--- src/otpcfg_regs.svh ---
`ifndef OTPCFG_REGS_SVH
`define OTPCFG_REGS_SVH

// ============================================================
// Register offsets.
`define OTPCFG_OFS_OVERRIDES   9'h007
`define OTPCFG_OFS_TOGGLE_FN   9'h00A
`define OTPCFG_OFS_DIR_LO      9'h00B
`define OTPCFG_OFS_DIR_HI      9'h00C
`define OTPCFG_OFS_MASK_LO     9'h00D
`define OTPCFG_OFS_MASK_HI     9'h00E
`define OTPCFG_OFS_RATE_B0     9'h00F
`define OTPCFG_OFS_RATE_B1     9'h010
`define OTPCFG_OFS_RATE_B2     9'h011
`define OTPCFG_OFS_MAKER_LO    9'h012
`define OTPCFG_OFS_MAKER_HI    9'h013
`define OTPCFG_OFS_PART_LO     9'h014
`define OTPCFG_OFS_PART_HI     9'h015
`define OTPCFG_OFS_POWER       9'h016
`define OTPCFG_OFS_ATTRIB      9'h017
`define OTPCFG_OFS_PROG1       9'h01E

// ============================================================
// Writable bit masks; reserved positions are zero.
`define OTPCFG_WMASK_FULL      8'hFF
`define OTPCFG_WMASK_TWO       8'h03
`define OTPCFG_WMASK_ATTRIB    8'h0F
`define OTPCFG_WMASK_OVR       8'h1F

// ============================================================
// Field positions.
`define OTPCFG_BIT_TX_TOGGLE   0
`define OTPCFG_BIT_RX_TOGGLE   1
`define OTPCFG_BIT_WAKE_VALID  2
`define OTPCFG_BIT_WAKE_EN     3
`define OTPCFG_BIT_OVR_DIR     2
`define OTPCFG_BIT_OVR_MASK    3
`define OTPCFG_BIT_OVR_RATE    4
`define OTPCFG_BIT_PROG_VID    0
`define OTPCFG_BIT_PROG_PID    1
`define OTPCFG_BIT_PROG_POWER  2
`define OTPCFG_BIT_PROG_ATTR   3
`define OTPCFG_DESC_D5         5
`define OTPCFG_DESC_D6         6
`define OTPCFG_DESC_D7         7

// ============================================================
// Reset values and limits.
`define OTPCFG_RST_BYTE        8'h00
`define OTPCFG_POWER_MIN       8'h01
`define OTPCFG_POWER_MAX       8'hFA
`define OTPCFG_DESC_BASE       8'h80

`endif

--- src/otpcfg_pkg.sv ---
package otpcfg_pkg;

  // ============================================================
  // Power mode decode.
  typedef enum logic [1:0] {
    OTPCFG_PWR_BUS,
    OTPCFG_PWR_SELF,
    OTPCFG_PWR_INVALID
  } otpcfg_pwr_t;

  // Register access request from the host side.
  typedef struct packed {
    logic       wr;
    logic       rd;
    logic [8:0] addr;
    logic [7:0] wdata;
  } otpcfg_req_t;

  // Effective configuration presented to the channel.
  typedef struct packed {
    logic [9:0]  pin_dir;
    logic [9:0]  pin_mask;
    logic [23:0] rate_limit;
    logic        tx_toggle_pin;
    logic        rx_toggle_pin;
  } otpcfg_chan_t;

  // Descriptor values presented to the USB engine.
  typedef struct packed {
    logic [15:0] maker_id;
    logic [15:0] part_id;
    logic [7:0]  max_power;
    logic        power_valid;
    logic [7:0]  attributes;
    otpcfg_pwr_t power_mode;
  } otpcfg_desc_t;

endpackage

--- src/otpcfg_mem.sv ---
`include "otpcfg_regs.svh"

// Byte store for the configuration bank; read data is registered.
module otpcfg_mem (
  // Clock and reset
  input  wire logic       i_clk_sys,
  input  wire logic       i_sys_rst,
  // Access
  input  wire logic       i_we,
  input  wire logic [4:0] i_waddr,
  input  wire logic [7:0] i_wdata,
  input  wire logic [4:0] i_raddr,
  output logic      [7:0] o_rdata
);

  logic [7:0] mem [0:31];
  logic [7:0] rdata;

  // ============================================================
  // Store writes and register the read word, cleared on reset.
  always_ff @(posedge i_clk_sys) begin
    if (i_sys_rst) begin
      for (int i = 0; i < 32; i++) begin
        mem[i] <= `OTPCFG_RST_BYTE;
      end
      rdata <= `OTPCFG_RST_BYTE;
    end else begin
      if (i_we) begin
        mem[i_waddr] <= i_wdata;
      end
      rdata <= mem[i_raddr];
    end
  end

  assign o_rdata = rdata;

endmodule

--- src/otpcfg_bank.sv ---
`include "otpcfg_regs.svh"

module otpcfg_bank (
  // Clock and reset
  input  wire logic                   i_clk_sys,
  input  wire logic                   i_sys_rst,
  // Register access from the USB side
  input  otpcfg_pkg::otpcfg_req_t     i_req,
  output logic [7:0]                  o_rdata,
  output logic                        o_rvalid,
  // Built-in class defaults
  input  wire logic [9:0]             i_dflt_dir,
  input  wire logic [9:0]             i_dflt_mask,
  input  wire logic [23:0]            i_dflt_rate,
  input  wire logic [15:0]            i_dflt_maker,
  input  wire logic [15:0]            i_dflt_part,
  input  wire logic [7:0]             i_dflt_power,
  input  wire logic [7:0]             i_dflt_attr,
  // Pin change events from the pin sampler
  input  wire logic [9:0]             i_pin_change,
  // Effective configuration and events
  output otpcfg_pkg::otpcfg_chan_t    o_chan,
  output otpcfg_pkg::otpcfg_desc_t    o_desc,
  output logic [9:0]                  o_change_pkt
);

  // All module state in one packed struct.
  typedef struct packed {
    logic [7:0]               ovr;
    logic [7:0]               toggle_fn;
    logic [7:0]               dir_lo;
    logic [7:0]               dir_hi;
    logic [7:0]               mask_lo;
    logic [7:0]               mask_hi;
    logic [7:0]               rate_b0;
    logic [7:0]               rate_b1;
    logic [7:0]               rate_b2;
    logic [7:0]               maker_lo;
    logic [7:0]               maker_hi;
    logic [7:0]               part_lo;
    logic [7:0]               part_hi;
    logic [7:0]               power;
    logic [7:0]               attrib;
    logic [7:0]               prog1;
    logic                     rvalid;
    otpcfg_pkg::otpcfg_chan_t chan;
    otpcfg_pkg::otpcfg_desc_t desc;
    logic [9:0]               change_pkt;
  } otpcfg_state_t;

  otpcfg_state_t st;
  otpcfg_state_t next_st;
  logic [7:0]    mem_rdata;

  // ============================================================
  // Write mask for each offset; zero marks an unmapped offset.
  function automatic logic [7:0] wmask(input logic [8:0] a);
    case (a)
      `OTPCFG_OFS_OVERRIDES: wmask = `OTPCFG_WMASK_OVR;
      `OTPCFG_OFS_TOGGLE_FN,
      `OTPCFG_OFS_DIR_HI,
      `OTPCFG_OFS_MASK_HI:   wmask = `OTPCFG_WMASK_TWO;
      `OTPCFG_OFS_ATTRIB:    wmask = `OTPCFG_WMASK_ATTRIB;
      `OTPCFG_OFS_DIR_LO,
      `OTPCFG_OFS_MASK_LO,
      `OTPCFG_OFS_RATE_B0,
      `OTPCFG_OFS_RATE_B1,
      `OTPCFG_OFS_RATE_B2,
      `OTPCFG_OFS_MAKER_LO,
      `OTPCFG_OFS_MAKER_HI,
      `OTPCFG_OFS_PART_LO,
      `OTPCFG_OFS_PART_HI,
      `OTPCFG_OFS_POWER,
      `OTPCFG_OFS_PROG1:     wmask = `OTPCFG_WMASK_FULL;
      default:               wmask = 8'h00;
    endcase
  endfunction

  // Power mode decode, used twice by the descriptor logic.
  function automatic otpcfg_pkg::otpcfg_pwr_t pwr_decode(input logic [1:0] f);
    case (f)
      2'h0:    pwr_decode = otpcfg_pkg::OTPCFG_PWR_BUS;
      2'h1,
      2'h2:    pwr_decode = otpcfg_pkg::OTPCFG_PWR_SELF;
      default: pwr_decode = otpcfg_pkg::OTPCFG_PWR_INVALID;
    endcase
  endfunction

  logic       wr_hit;
  logic [7:0] wr_val;
  logic [7:0] wr_byte;
  logic [4:0] rd_addr;
  assign wr_hit = i_req.wr && (wmask(i_req.addr) != 8'h00);
  assign wr_val = i_req.wdata & wmask(i_req.addr);

  // The flag byte only ever gains bits, so its shadow copy merges the old
  // flags in too; otherwise a read would hide flags that the logic still holds.
  assign wr_byte = (i_req.addr == `OTPCFG_OFS_PROG1) ? (st.prog1 | wr_val) : wr_val;

  // Unmapped offsets are steered to slot zero, which is never written, so the
  // read byte leaves the store register directly with no mux behind it.
  assign rd_addr = (wmask(i_req.addr) != 8'h00) ? i_req.addr[4:0] : 5'h00;

  // ============================================================
  // Shadow store: keeps a readable copy of every mapped byte so reads
  // come from one registered port rather than a wide mux.
  otpcfg_mem u_mem (
    .i_clk_sys (i_clk_sys),
    .i_sys_rst (i_sys_rst),
    .i_we      (wr_hit),
    .i_waddr   (i_req.addr[4:0]),
    .i_wdata   (wr_byte),
    .i_raddr   (rd_addr),
    .o_rdata   (mem_rdata)
  );

  // ============================================================
  // Next-state logic: byte writes, then effective values.
  always_comb begin
    next_st = st;
    next_st.rvalid  = i_req.rd;
    if (wr_hit) begin
      case (i_req.addr)
        `OTPCFG_OFS_OVERRIDES: next_st.ovr       = wr_val;
        `OTPCFG_OFS_TOGGLE_FN: next_st.toggle_fn = wr_val;
        `OTPCFG_OFS_DIR_LO:    next_st.dir_lo    = wr_val;
        `OTPCFG_OFS_DIR_HI:    next_st.dir_hi    = wr_val;
        `OTPCFG_OFS_MASK_LO:   next_st.mask_lo   = wr_val;
        `OTPCFG_OFS_MASK_HI:   next_st.mask_hi   = wr_val;
        `OTPCFG_OFS_RATE_B0:   next_st.rate_b0   = wr_val;
        `OTPCFG_OFS_RATE_B1:   next_st.rate_b1   = wr_val;
        `OTPCFG_OFS_RATE_B2:   next_st.rate_b2   = wr_val;
        `OTPCFG_OFS_MAKER_LO:  next_st.maker_lo  = wr_val;
        `OTPCFG_OFS_MAKER_HI:  next_st.maker_hi  = wr_val;
        `OTPCFG_OFS_PART_LO:   next_st.part_lo   = wr_val;
        `OTPCFG_OFS_PART_HI:   next_st.part_hi   = wr_val;
        `OTPCFG_OFS_POWER:     next_st.power     = wr_val;
        `OTPCFG_OFS_ATTRIB:    next_st.attrib    = wr_val;
        `OTPCFG_OFS_PROG1:     next_st.prog1     = st.prog1 | wr_val; // Flags only set.
        default:               next_st.ovr       = st.ovr;
      endcase
    end

    // Channel values track the stored bytes one cycle later.
    next_st.chan.tx_toggle_pin = st.toggle_fn[`OTPCFG_BIT_TX_TOGGLE];
    next_st.chan.rx_toggle_pin = st.toggle_fn[`OTPCFG_BIT_RX_TOGGLE];
    next_st.chan.pin_dir  = st.ovr[`OTPCFG_BIT_OVR_DIR] ?
                            {st.dir_hi[1:0], st.dir_lo} : i_dflt_dir;
    next_st.chan.pin_mask = st.ovr[`OTPCFG_BIT_OVR_MASK] ?
                            {st.mask_hi[1:0], st.mask_lo} : i_dflt_mask;
    next_st.chan.rate_limit = st.ovr[`OTPCFG_BIT_OVR_RATE] ?
                              {st.rate_b2, st.rate_b1, st.rate_b0} : i_dflt_rate;

    // Descriptor fields fall back to defaults until flagged programmed.
    next_st.desc.maker_id = st.prog1[`OTPCFG_BIT_PROG_VID] ?
                            {st.maker_hi, st.maker_lo} : i_dflt_maker;
    next_st.desc.part_id  = st.prog1[`OTPCFG_BIT_PROG_PID] ?
                            {st.part_hi, st.part_lo} : i_dflt_part;
    next_st.desc.max_power = st.prog1[`OTPCFG_BIT_PROG_POWER] ?
                             st.power : i_dflt_power;
    next_st.desc.power_valid = (next_st.desc.max_power >= `OTPCFG_POWER_MIN) &&
                               (next_st.desc.max_power <= `OTPCFG_POWER_MAX);
    begin
      logic [7:0] a;
      a = st.prog1[`OTPCFG_BIT_PROG_ATTR] ? st.attrib : i_dflt_attr;
      next_st.desc.power_mode = pwr_decode(a[1:0]);
      next_st.desc.attributes = `OTPCFG_DESC_BASE;
      next_st.desc.attributes[`OTPCFG_DESC_D6] = (pwr_decode(a[1:0]) ==
                                                 otpcfg_pkg::OTPCFG_PWR_SELF);
      next_st.desc.attributes[`OTPCFG_DESC_D5] =
        a[`OTPCFG_BIT_WAKE_VALID] & a[`OTPCFG_BIT_WAKE_EN];
    end

    // A pin change becomes a packet request unless masked.
    next_st.change_pkt = i_pin_change & ~st.chan.pin_mask;
  end

  // ============================================================
  // State register; synchronous reset clears every byte to zero.
  always_ff @(posedge i_clk_sys) begin
    if (i_sys_rst) begin
      st <= '0;
    end else begin
      st <= next_st;
    end
  end

  // Read byte comes straight from the store's output register.
  assign o_rdata      = mem_rdata;
  assign o_rvalid     = st.rvalid;
  assign o_chan       = st.chan;
  assign o_desc       = st.desc;
  assign o_change_pkt = st.change_pkt;

  // ============================================================
  // Assertions.
  // Checks that look back one edge, except a_mask_gate and a_wake_gate, skip the first edge after reset, because
  // the history sampled there still holds the state from before the reset.
  a_tx_toggle_map: assert property (@(posedge i_clk_sys) disable iff (i_sys_rst)
    !$past(i_sys_rst) |->
      o_chan.tx_toggle_pin == $past(st.toggle_fn[`OTPCFG_BIT_TX_TOGGLE]))
    else $error("tx toggle pin does not follow function bit");
  a_rx_toggle_map: assert property (@(posedge i_clk_sys) disable iff (i_sys_rst)
    !$past(i_sys_rst) |->
      o_chan.rx_toggle_pin == $past(st.toggle_fn[`OTPCFG_BIT_RX_TOGGLE]))
    else $error("rx toggle pin does not follow function bit");
  a_dir_override: assert property (@(posedge i_clk_sys) disable iff (i_sys_rst)
    (!$past(i_sys_rst) && $past(st.ovr[`OTPCFG_BIT_OVR_DIR])) |->
      o_chan.pin_dir == $past({st.dir_hi[1:0], st.dir_lo}))
    else $error("pin direction ignores override bytes");
  a_dir_default: assert property (@(posedge i_clk_sys) disable iff (i_sys_rst)
    (!$past(i_sys_rst) && !$past(st.ovr[`OTPCFG_BIT_OVR_DIR])) |->
      o_chan.pin_dir == $past(i_dflt_dir))
    else $error("pin direction not default without override");
  a_mask_gate: assert property (@(posedge i_clk_sys) disable iff (i_sys_rst)
    (o_change_pkt & $past(o_chan.pin_mask)) == 10'h000)
    else $error("masked pin produced a packet");
  a_mask_pass: assert property (@(posedge i_clk_sys) disable iff (i_sys_rst)
    (i_pin_change[9] && !o_chan.pin_mask[9]) |=> o_change_pkt[9])
    else $error("unmasked pin nine change lost");
  a_rate_order: assert property (@(posedge i_clk_sys) disable iff (i_sys_rst)
    (!$past(i_sys_rst) && $past(st.ovr[`OTPCFG_BIT_OVR_RATE])) |->
      o_chan.rate_limit[23:16] == $past(st.rate_b2))
    else $error("rate limit top byte misplaced");
  a_maker_ident: assert property (@(posedge i_clk_sys) disable iff (i_sys_rst)
    (!$past(i_sys_rst) && $past(st.prog1[`OTPCFG_BIT_PROG_VID])) |->
      o_desc.maker_id == $past({st.maker_hi, st.maker_lo}))
    else $error("maker identifier mis-assembled");
  a_part_ident: assert property (@(posedge i_clk_sys) disable iff (i_sys_rst)
    (!$past(i_sys_rst) && $past(st.prog1[`OTPCFG_BIT_PROG_PID])) |->
      o_desc.part_id == $past({st.part_hi, st.part_lo}))
    else $error("part identifier mis-assembled");
  a_unprog_ident: assert property (@(posedge i_clk_sys) disable iff (i_sys_rst)
    (!$past(i_sys_rst) && !$past(st.prog1[`OTPCFG_BIT_PROG_VID])) |->
      o_desc.maker_id == $past(i_dflt_maker))
    else $error("unflagged maker identifier used");
  a_power_range: assert property (@(posedge i_clk_sys) disable iff (i_sys_rst)
    o_desc.power_valid == (o_desc.max_power != 8'h00 && o_desc.max_power <= 8'hFA))
    else $error("power validity wrong");
  a_wake_gate: assert property (@(posedge i_clk_sys) disable iff (i_sys_rst)
    o_desc.attributes[`OTPCFG_DESC_D5] |-> $past(st.attrib[`OTPCFG_BIT_WAKE_VALID]) ||
      !$past(st.prog1[`OTPCFG_BIT_PROG_ATTR]))
    else $error("wake advertised without gate");
  a_wake_adv: assert property (@(posedge i_clk_sys) disable iff (i_sys_rst)
    (!$past(i_sys_rst) && $past(st.prog1[`OTPCFG_BIT_PROG_ATTR]) &&
     $past(st.attrib[3:2]) == 2'h3) |->
      o_desc.attributes[`OTPCFG_DESC_D5])
    else $error("wake enable not advertised");
  a_power_mode: assert property (@(posedge i_clk_sys) disable iff (i_sys_rst)
    (!$past(i_sys_rst) && $past(st.prog1[`OTPCFG_BIT_PROG_ATTR]) &&
     $past(st.attrib[1:0]) == 2'h3) |->
      o_desc.power_mode == otpcfg_pkg::OTPCFG_PWR_INVALID)
    else $error("power mode 11 not invalid");
  a_reserved_zero: assert property (@(posedge i_clk_sys) disable iff (i_sys_rst)
    (i_req.wr && i_req.addr == `OTPCFG_OFS_TOGGLE_FN) |=> st.toggle_fn[7:2] == 6'h00)
    else $error("reserved bits stored");
  a_read_latency: assert property (@(posedge i_clk_sys) disable iff (i_sys_rst)
    i_req.rd |=> o_rvalid)
    else $error("read not answered next cycle");
  a_rate_bytes: assert property (@(posedge i_clk_sys) disable iff (i_sys_rst)
    (!$past(i_sys_rst) && $past(st.ovr[`OTPCFG_BIT_OVR_RATE])) |->
      o_chan.rate_limit == $past({st.rate_b2, st.rate_b1, st.rate_b0}))
    else $error("rate limit bytes out of order");
  a_rate_default: assert property (@(posedge i_clk_sys) disable iff (i_sys_rst)
    (!$past(i_sys_rst) && !$past(st.ovr[`OTPCFG_BIT_OVR_RATE])) |->
      o_chan.rate_limit == $past(i_dflt_rate))
    else $error("rate limit not default without override");
  a_mask_default: assert property (@(posedge i_clk_sys) disable iff (i_sys_rst)
    (!$past(i_sys_rst) && !$past(st.ovr[`OTPCFG_BIT_OVR_MASK])) |->
      o_chan.pin_mask == $past(i_dflt_mask))
    else $error("pin mask not default without override");
  a_mask_override: assert property (@(posedge i_clk_sys) disable iff (i_sys_rst)
    (!$past(i_sys_rst) && $past(st.ovr[`OTPCFG_BIT_OVR_MASK])) |->
      o_chan.pin_mask == $past({st.mask_hi[1:0], st.mask_lo}))
    else $error("pin mask ignores override bytes");
  a_power_take: assert property (@(posedge i_clk_sys) disable iff (i_sys_rst)
    (!$past(i_sys_rst) && $past(st.prog1[`OTPCFG_BIT_PROG_POWER])) |->
      o_desc.max_power == $past(st.power))
    else $error("programmed power byte not reported");
  a_unprog_part: assert property (@(posedge i_clk_sys) disable iff (i_sys_rst)
    (!$past(i_sys_rst) && !$past(st.prog1[`OTPCFG_BIT_PROG_PID])) |->
      o_desc.part_id == $past(i_dflt_part))
    else $error("unflagged part identifier used");
  // Programmed flags are one-way: once set, only a reset may clear them.
  a_flags_sticky: assert property (@(posedge i_clk_sys) disable iff (i_sys_rst)
    !$past(i_sys_rst) |-> (st.prog1 & $past(st.prog1)) == $past(st.prog1))
    else $error("programmed flag cleared");
  a_unmapped_read: assert property (@(posedge i_clk_sys) disable iff (i_sys_rst)
    (i_req.rd && wmask(i_req.addr) == 8'h00) |=> o_rdata == 8'h00)
    else $error("unmapped offset read nonzero");

  c_dir_override: cover property (@(posedge i_clk_sys) disable iff (i_sys_rst)
    st.ovr[`OTPCFG_BIT_OVR_DIR] && o_chan.pin_dir != 10'h000);
  c_wake_adv:     cover property (@(posedge i_clk_sys) disable iff (i_sys_rst)
    o_desc.attributes[`OTPCFG_DESC_D5]);
  c_change_pkt:   cover property (@(posedge i_clk_sys) disable iff (i_sys_rst)
    o_change_pkt != 10'h000);
  c_maker_prog:   cover property (@(posedge i_clk_sys) disable iff (i_sys_rst)
    st.prog1[`OTPCFG_BIT_PROG_VID]);
  c_read_data:    cover property (@(posedge i_clk_sys) disable iff (i_sys_rst)
    o_rvalid && o_rdata != 8'h00);

endmodule

--- config.mk ---
export PLATFORM = sky130hd
export DESIGN_NAME = otpcfg_bank
export DESIGN_NICKNAME = d
export VERILOG_FILES = /design/src/otpcfg_pkg.sv /design/src/otpcfg_mem.sv /design/src/otpcfg_bank.sv
export VERILOG_INCLUDE_DIRS = /design/src /design/src/src
export SDC_FILE = /design/constraint.sdc
export NUM_CORES = 1
export LEC_CHECK = 0
export ABC_AREA = 1
export BUFFER_PORTS_ARGS = -buffer_cell sky130_fd_sc_hd__buf_2
export CAP_MARGIN = 20
export CORE_MARGIN = 10
export CORE_UTILIZATION = 58
export DETAILED_ROUTE_END_ITERATION = 7
export PLACE_DENSITY = 0.76
export RECOVER_POWER = 100
export SYNTH_ARGS = -nofsm -noshare
export SYNTH_HDL_FRONTEND = slang
export SYNTH_HIERARCHICAL = 1
export SYNTH_SLANG_ARGS = --single-unit
--- constraint.sdc ---
create_clock -name i_clk_sys -period 3.69 [get_ports i_clk_sys]
set_input_delay 0.738 -clock i_clk_sys [delete_from_list [all_inputs] [get_ports i_clk_sys]]
set_output_delay 0.738 -clock i_clk_sys [all_outputs]
set_load 0.03 [all_outputs]
Yosys cells after proc, flatten, opt, wreduce, memory -nomap -nowiden
Memory sizes are Yosys's and may differ from the RTL's. A register that Yosys moved wholly into a read port is not among the register bits.
Index checks and enable logic that the tools add are counted.
- register bits after elaboration: 236
- bits in writable memories: 256
- bits in read-only memories: 768
- output and inout port bits: 116
- word-level logic and storage cells: 106
- memories: 4
- magnitude comparators: 2
- equal/unequal tests: 19
- mux-type cells: 22
- bitwise logic cells: 5
- reduce and logical (&&, ||, !) cells: 24
- memory list (memory ; depth ; bits a word ; read ports ; clocked after Yosys merged registers in ; write ports ; line ; source):
    (name not given) ; 32 ; 8 ; 1 ; 0 ; 0 ; otpcfg_bank.sv:58 ; case (a)
    (name not given) ; 32 ; 8 ; 1 ; 0 ; 0 ; otpcfg_bank.sv:58 ;
    (name not given) ; 32 ; 8 ; 1 ; 0 ; 0 ; otpcfg_bank.sv:58 ;
    u_mem.mem ; 32 ; 8 ; 1 ; 1 ; 32 ; otpcfg_mem.sv:16 ; logic [7:0] mem [0:31];
- operators with widths (cell ; number):
    $eq A9 B5 Y1 const B ; 9
    $eq A9 B4 Y1 const B ; 6
    $mux W8 ; 6
    $mux W16 ; 2
    $reduce_and A2 Y1 ; 16
    $mux W24 ; 1
    $mux W10 ; 2
    $mux W20 ; 1
    $reduce_bool A8 Y1 ; 2
    $and A10 B10 Y10 ; 1
    $mux W5 ; 2
    $not A10 Y10 ; 1
    $eq A9 B3 Y1 const B ; 1
    $and A8 B8 Y8 ; 1
    $ge A8 B1 Y1 const B ; 1
    $le A8 B8 Y1 const B ; 1
    $or A8 B8 Y8 ; 1
    $reduce_or A8 Y1 ; 1
    $mux W1 ; 6
    $eq A2 B1 Y1 const B ; 2
    $logic_not A4 Y1 ; 1
    $mux W4 ; 1
    $pmux W2 S2 ; 1
    $eq A2 B2 Y1 const B ; 1
    4 further kinds ; 5

Logic depth before layout (Yosys ltp)
Gate-level depths: netlist (run 1).
- depth in word-level cells: 9
- mapped depth: 18
- gate-level depth less buffers: 15

Cells and area by module
Netlist (run 1), hierarchy kept.
- modules (own cells, without submodules) (module ; instances ; cells each ; area each (µm²)):
    otpcfg_mem ; 1 ; 1254 ; 12057.8
    otpcfg_bank ; 1 ; 1123 ; 8416.8

Worst setup path before layout (run 1)
OpenSTA, ideal clock, no wires.
- kind: input to register
- start: in i_req[10] in the netlist's numbering
- end: mem u_mem.mem[1][0] (enable)
- library setup time: 0.329 ns
- arrival time: 2.403 ns
- slack: 0.958 ns
- cell stages on the path: 9
- path through: clkbuf_2 nand3_1 a21oi_4 nand2_4 nor2_8 nand2_8 nor2_2 nand2_2 nand2_1
- RTL lines (what ; line ; source):
    start, declared ; otpcfg_bank.sv:8 ; input otpcfg_pkg::otpcfg_req_t i_req,
    end, declared ; otpcfg_mem.sv:16 ;

==> impl_metrics.env, run 1 <==
export IMPL_period_minus_slack_ns=2.88
export IMPL_path_cells="clkbuf_1 > o21ai_0 > nand3_1 > nand2_4 > nor2_8 > nand2_1 > nor3_1 > buf_4 > nand2_1 > nand2_1"
export IMPL_cts_setup_buffers=0
export IMPL_ir_drop_mv=0.452
export IMPL_final_cell_area_um2=22600
export IMPL_crit_type="input port to flop"
export IMPL_synth_area_um2=20500
export IMPL_worst_pin_slew_ns=1.26
export IMPL_post_dp_hpwl_mm=35.4
export IMPL_yosysUniqueCellTypes=38
export IMPL_async_reset_ff_share_pct=0
export IMPL_wl_per_cell_um=17.9
export IMPL_drt_vias_per_instance=5.46
export IMPL_synth_top_cell_area_share_pct=37.5
export IMPL_cp_common_cell="nand2_1"
export IMPL_grt_pass1_wl_mm=84.5
export IMPL_yosysWarnings=6
export IMPL_cp_required_ns=3.89
export IMPL_clock_sinks=467
export IMPL_clk_pin_slew_ns=0.06
export IMPL_fillers=2979
export IMPL_pwr_density_cell_nw_per_um2=492
export IMPL_antenna_found_initial=7
export IMPL_finalHoldViolations=0
export IMPL_grt_use_met2_pct=39.8
export IMPL_first_pass_iters=6
export IMPL_hold_path_class="input port to flop"
export IMPL_rrSetupSlack_ns=1.57
export IMPL_worst_path_max_fanout=12
export IMPL_cts_buffers=48
export IMPL_crit_path_end_kind="flop"
export IMPL_avgSynthCellArea_um2=8.61
export IMPL_pre_cts_ws_ns=0.487
export IMPL_post_route_period_util_pct=78.1
export IMPL_grt_pass1_vias=16135
export IMPL_die_area_um2=43200
export IMPL_finalClockSkew_ns=0.0251
export IMPL_worstSkewPairLatency_ns=0.56
export IMPL_slowest_stage="clkbuf_1"
export IMPL_cts_tree="built"
export IMPL_io_buffers=229
export IMPL_final_setup_tns_ns=0
export IMPL_placed_area_um2=21500
export IMPL_drv_cap=0
export IMPL_power_leakage_nw=9.27
export IMPL_synthFlopType="edfxtp_1"
export IMPL_die_w_um=208
export IMPL_start_util_pct=59.0
export IMPL_clockRootBuffer="clkbuf_16"
export IMPL_drtIter0Drc=1286
export IMPL_met1_usage_pct=29.8
export IMPL_global_route_peak_usage_layer="met2"
export IMPL_core_area_um2=34700
export IMPL_cpLargestDelayFamily="simple AND/OR/NAND/NOR gates"
export IMPL_crit_buf_inv=2
export IMPL_cts_resized_gates=0
export IMPL_synth_cells=2377
export IMPL_die_h_um=208
export IMPL_synth_most_common_cell="nor2_1"
export IMPL_maxSlewHeadroom_pct=15.9
export IMPL_fin_ws_ns=0.809
export IMPL_rsz0062_at_grt="false"
export IMPL_core_rowCount=68
export IMPL_finalNetCount=2623
export IMPL_outcome="finished, final reports clean"
export IMPL_grt_max_degree=93
export IMPL_multi_input_area_um2=6760
export IMPL_vias=16327
export IMPL_gp_congestion=0.921
export IMPL_wl_mm=53.6
export IMPL_cts_hold_buf=0
export IMPL_synth_seq_cells=467
export IMPL_ff_latch_area_um2=11900
export IMPL_ant_nets=0
export IMPL_drive_gt1_share_pct=9.63
export IMPL_drc=0
export IMPL_synth_edff_count=256
export IMPL_synthTopCellsByArea="edfxtp_1 38%, dfxtp_1 21%, nor2_1 11%"
export IMPL_setup_viol=0
export IMPL_cpPeakStageDelay_ns=0.45
export IMPL_io_pins=239
export IMPL_ys_seq_area_share_pct=58.2
export IMPL_grt_overflow_total=0
export IMPL_use_met3_pct=5.84
export IMPL_synth_top_area_cell="edfxtp_1"
export IMPL_syn_to_final_growth_pct=10.3
export IMPL_arrival_ns=3.08
export IMPL_fmax_ghz=0.347
export IMPL_htreeDepth=2
export IMPL_slew_viol_final=0
export IMPL_start_kind="input port"
export IMPL_grtUsageTotal_pct=23.8
export IMPL_ys_top_cells_by_count="624 x nor2_1, 467 x nand2_1, 256 x edfxtp_1"
export IMPL_clockBufferDepth=3
-- cells by family after synthesis --
family | Yosys count | synth area share (%)
and+or+nand+nor | 1353 | 27.6
DFF | 467 | 58.2
other | 1 | 0.0183
adders and majority gates | 1 | 0.0611
muxes | 1 | 0.0489
buffers and inverters | 320 | 8.30
AOI/OAI and AO/OA | 234 | 5.83
-- final timing paths --
path	startpoint	end	depth (start not counted)
setup reg to reg	st[108]	u_mem/mem[6][0]	5
hold reg to reg	o_chan[27]	o_change_pkt[1]	1
setup / recovery	i_req[11]	u_mem/mem[4][2]	10
hold / removal	i_req[17]	o_rvalid	3
-- cells in the final DEF, fill, tap and decap left out, drive strengths merged --
master    Yosys  layout
o21ai       175     175
edfxtp      256     256
o22ai         1       1
a21oi        54      54
ha            1       1
mux2i         1       1
nor2        633     633
dfxtp       211     211
clkinvlp      0       2
clkbuf       76     226
o21a          1       1
bufinv        0       3
o21bai        3       3
nand4         5       5
nor3         14      14
nand3       193     193
nor3b         3       3
diode         0       3
inv          86      89
buf         156     142
conb          1       5
or2           3       3
nand2       502     502
clkinv        2      11
-- metrics by stage --
stage | std cells | total power [mW] | hold WS (ns) | util, %
CTS | 2989 | 11.2 | 0.374 | 66.4
detailed placement | 2904 | 6.42 | 0.394 | 61.8
finish | 2992 | 11.1 | 0.383 | 65.1
global route | 2990 | 11.5 | 0.374 | 65.0
floorplan | 2381 | 6.26 | 0.391 | -
global placement | 2904 | 6.41 | 0.394 | 61.8
-- worst register-to-register path, stage by stage (launching register included) --
cell and delay, ns:
dfxtp_1 0.69, inv_1 0.44, o21ai_0 0.28, inv_1 0.06
buf_4 0.28, nor2_1 0.20
-- layout make-up --
| class | count | share of cell area [%] |
|---|---|---|
| antenna | 3 | 0.0332 |
| clock buffer | 68 | 6.19 |
| clock inverter | 17 | 0.842 |
| inverter | 88 | 1.47 |
| multi-input combinational | 1594 | 29.9 |
| sequential | 467 | 52.7 |
| tap | 455 | 2.52 |
| timing repair buffer | 300 | 6.29 |
-- registers in the layout, indices dropped and copies added, names as in the netlist --
register / count
o_chan: 46
u_mem/mem: 256
u_mem/o_rdata: 8
next_st: 2
o_rvalid: 1
o_desc: 45
st: 99
o_change_pkt: 10
-- routing by layer --
metal / part of all wire, % / wire, um / vias to the layer above
met1: 40 / 21500 / 7661
met4: 2.3 / 1260 / 10
met3: 9.2 / 4910 / 102
met2: 48 / 25900 / 697
met5: 0.12 / 67 / -
li1: - / - / 7857
-- report_power, final --
group	total (mW)	internal, mW	switching, mW
Combinational	0.616	0.157	0.459
Sequential	5.67	5.63	0.0465
Clock	4.82	2.85	1.97
(Power assumes the default switching activity.)
==> run 2: changes to the inputs <==
CORE_UTILIZATION = 53   (was 58)
PLACE_DENSITY = 0.73   (was 0.76)
clock period = 2.3 ns   (was 3.69 ns; I/O delays follow)
==> run 2 against run 1 <==
  * Cell area grew 4.0%
  * Wire length grew 1.4%
  * Register-to-register slack lost 0.89 ns
  * Worst hold slack lost 0.31 ns
  * Non-clock buffer count grew 61
  * Critical path depth grew 3
  * Critical path type unchanged
  * Largest cell class unchanged
==> impl_metrics.env, run 2 (synthesis results as in run 1) <==
export IMPL_core_rowCount=71
export IMPL_ant_nets=0
export IMPL_post_dp_hpwl_mm=37.0
export IMPL_drc=0
export IMPL_power_leakage_nw=9.75
export IMPL_die_area_um2=46900
export IMPL_switchingPower_mw=3.97
export IMPL_wl_mm=54.4
export IMPL_drive_gt1_share_pct=13.2
export IMPL_start_util_pct=54.0
export IMPL_crit_path_end_kind="flop"
export IMPL_core_area_um2=37900
export IMPL_syn_to_final_growth_pct=14.7
export IMPL_wl_per_cell_um=17.5
export IMPL_gp_congestion=0.970
export IMPL_clockBufferDepth=3
export IMPL_largest_register="u_mem/mem"
export IMPL_htreeDepth=2
export IMPL_die_w_um=217
export IMPL_p_int_mw=13.6
export IMPL_cts_tree="built"
export IMPL_first_pass_iters=5
export IMPL_outcome="finished, final reports clean"
export IMPL_start_kind="input port"
export IMPL_grt_pass1_vias=16155
export IMPL_worst_path_max_fanout=8
export IMPL_clk_pin_slew_ns=0.06
export IMPL_period_minus_slack_ns=2.09
export IMPL_power_frac_comb_pct=6.1
export IMPL_drt_vias_per_instance=5.26
export IMPL_worst_pin_slew_ns=1.11
export IMPL_final_cell_area_um2=23500
export IMPL_die_h_um=217
export IMPL_rsz0062_at_grt="false"
export IMPL_io_buffers=229
export IMPL_finalHoldViolations=0
export IMPL_crit_type="input port to flop"
export IMPL_p_seq_share_pct=51.8
export IMPL_cts_hold_buf=0
export IMPL_drv_cap=0
export IMPL_mostFrequentLayoutCell="nor2_1"
export IMPL_pwr_density_cell_nw_per_um2=748
export IMPL_fillers=3287
export IMPL_cts_buffers=47
export IMPL_fin_util_pct=61.9
export IMPL_cts_setup_buffers=0
export IMPL_finalNetCount=2683
export IMPL_fmax_ghz=0.479
export IMPL_ir_drop_mv=0.736
export IMPL_maxSlewHeadroom_pct=26.0
export IMPL_largest_register_ffs=256
export IMPL_final_cell_mix="625 x nor2_1, 475 x nand2_1, 256 x edfxtp_1, 211 x dfxtp_1, 191 x nand3_1"
export IMPL_p_clk_share_pct=42.1
export IMPL_cts_resized_gates=0
export IMPL_switching_share_pct=22.6
export IMPL_slew_viol_final=0
export IMPL_grt_overflow_total=0
export IMPL_clock_sinks=467
export IMPL_cp_required_ns=2.56
export IMPL_arrival_ns=2.35
export IMPL_finalClockSkew_ns=0.0322
export IMPL_grt_max_degree=149
export IMPL_drtIter0Drc=1293
export IMPL_placed_area_um2=22500
export IMPL_vias=16339
export IMPL_hold_path_class="input port to flop"
export IMPL_antenna_found_initial=4
export IMPL_clockRootBuffer="clkbuf_16"
export IMPL_worstSkewPairLatency_ns=0.59
export IMPL_post_route_period_util_pct=90.8
export IMPL_setup_viol=0
export IMPL_grt_pass1_wl_mm=85.3
export IMPL_io_pins=239
export IMPL_grtUsageTotal_pct=22.8
## run 2: cell types whose count changed in the layout (fill, tap and decap cells not counted), sizes merged
| cell | before | now |
|---|---|---|
| buf | 142 | 210 |
| clkbuf | 226 | 222 |
| clkinvlp | 2 | 0 |
| diode | 3 | 1 |
| bufinv | 3 | 2 |
| clkinv | 11 | 10 |
## run 2: stage by stage
step / setup TNS [ns] / cells / hold slack, ns / worst slack [ns] / total power [mW]
finish: 0 / 3106 / 0.0695 / 0.211 / 17.6
global route: 0 / 3105 / 0.0875 / 0.0920 / 18.2
CTS: 0 / 3105 / 0.0513 / 0.361 / 17.7
detailed placement: -26.06 / 3021 / 0.399 / -0.204 / 10.4
global placement: -10.33 / 3021 / 0.397 / -0.172 / 10.4
floorplan: -5.50 / 2381 / 0.391 / -0.0596 / 10.1
## run 2: path summary, 6_finish.rpt
path	start	end	slack [ns]	cells past startpoint
max	i_req[10]	u_mem/mem[30][5]	0.21	13
min	i_req[17]	o_rvalid	0.07	3
max reg2reg	st[108]	u_mem/mem[23][0]	0.68	5
min reg2reg	o_chan[30]	o_change_pkt[4]	0.41	1
## run 2: layout make-up
class                   count  area [um^2]  share of cell area (%)
clock buffers              71         1350                    5.73
multi-input cells        1594         6900                    29.4
repair buffers            361         2210                    9.40
clock inverters            13          143                   0.608
diodes                      1         2.50                  0.0107
inverters                  88          333                    1.42
flip-flops and latches    467        11900                    50.7
well taps                 511          639                    2.72
## run 2: critical path, cell delays in order
cell	delay, ns
buf_2	0.18
inv_1	0.07
nor2_1	0.08
nand2_1	0.08
nand3_1	0.14
nand2_4	0.10
buf_4	0.18
nor2_8	0.11
nand2_8	0.06
nor3_1	0.40
buf_12	0.22
nand2_2	0.07
nand2_2	0.19
## run 2: power groups by stage
| stage | logic [mW] | registers (mW) | clock network [mW] |
|---|---|---|---|
| detailed placement | 1.13 | 9.27 | 0 |
| global placement | 1.11 | 9.27 | 0 |
| finish | 1.08 | 9.10 | 7.39 |
| floorplan | 0.795 | 9.27 | 0 |
| CTS | 1.13 | 9.10 | 7.51 |
| global route | 1.17 | 9.12 | 7.87 |
## run 2: layer usage
layer  up-vias  GRT usage [%]  part of all wire (%)
met5         -              0                 0.059
met4         4           6.36                   2.1
met3       101           5.11                   7.9
met2       599           39.5                    50
met1      7679           28.0                    40
li1       7956              -                     -
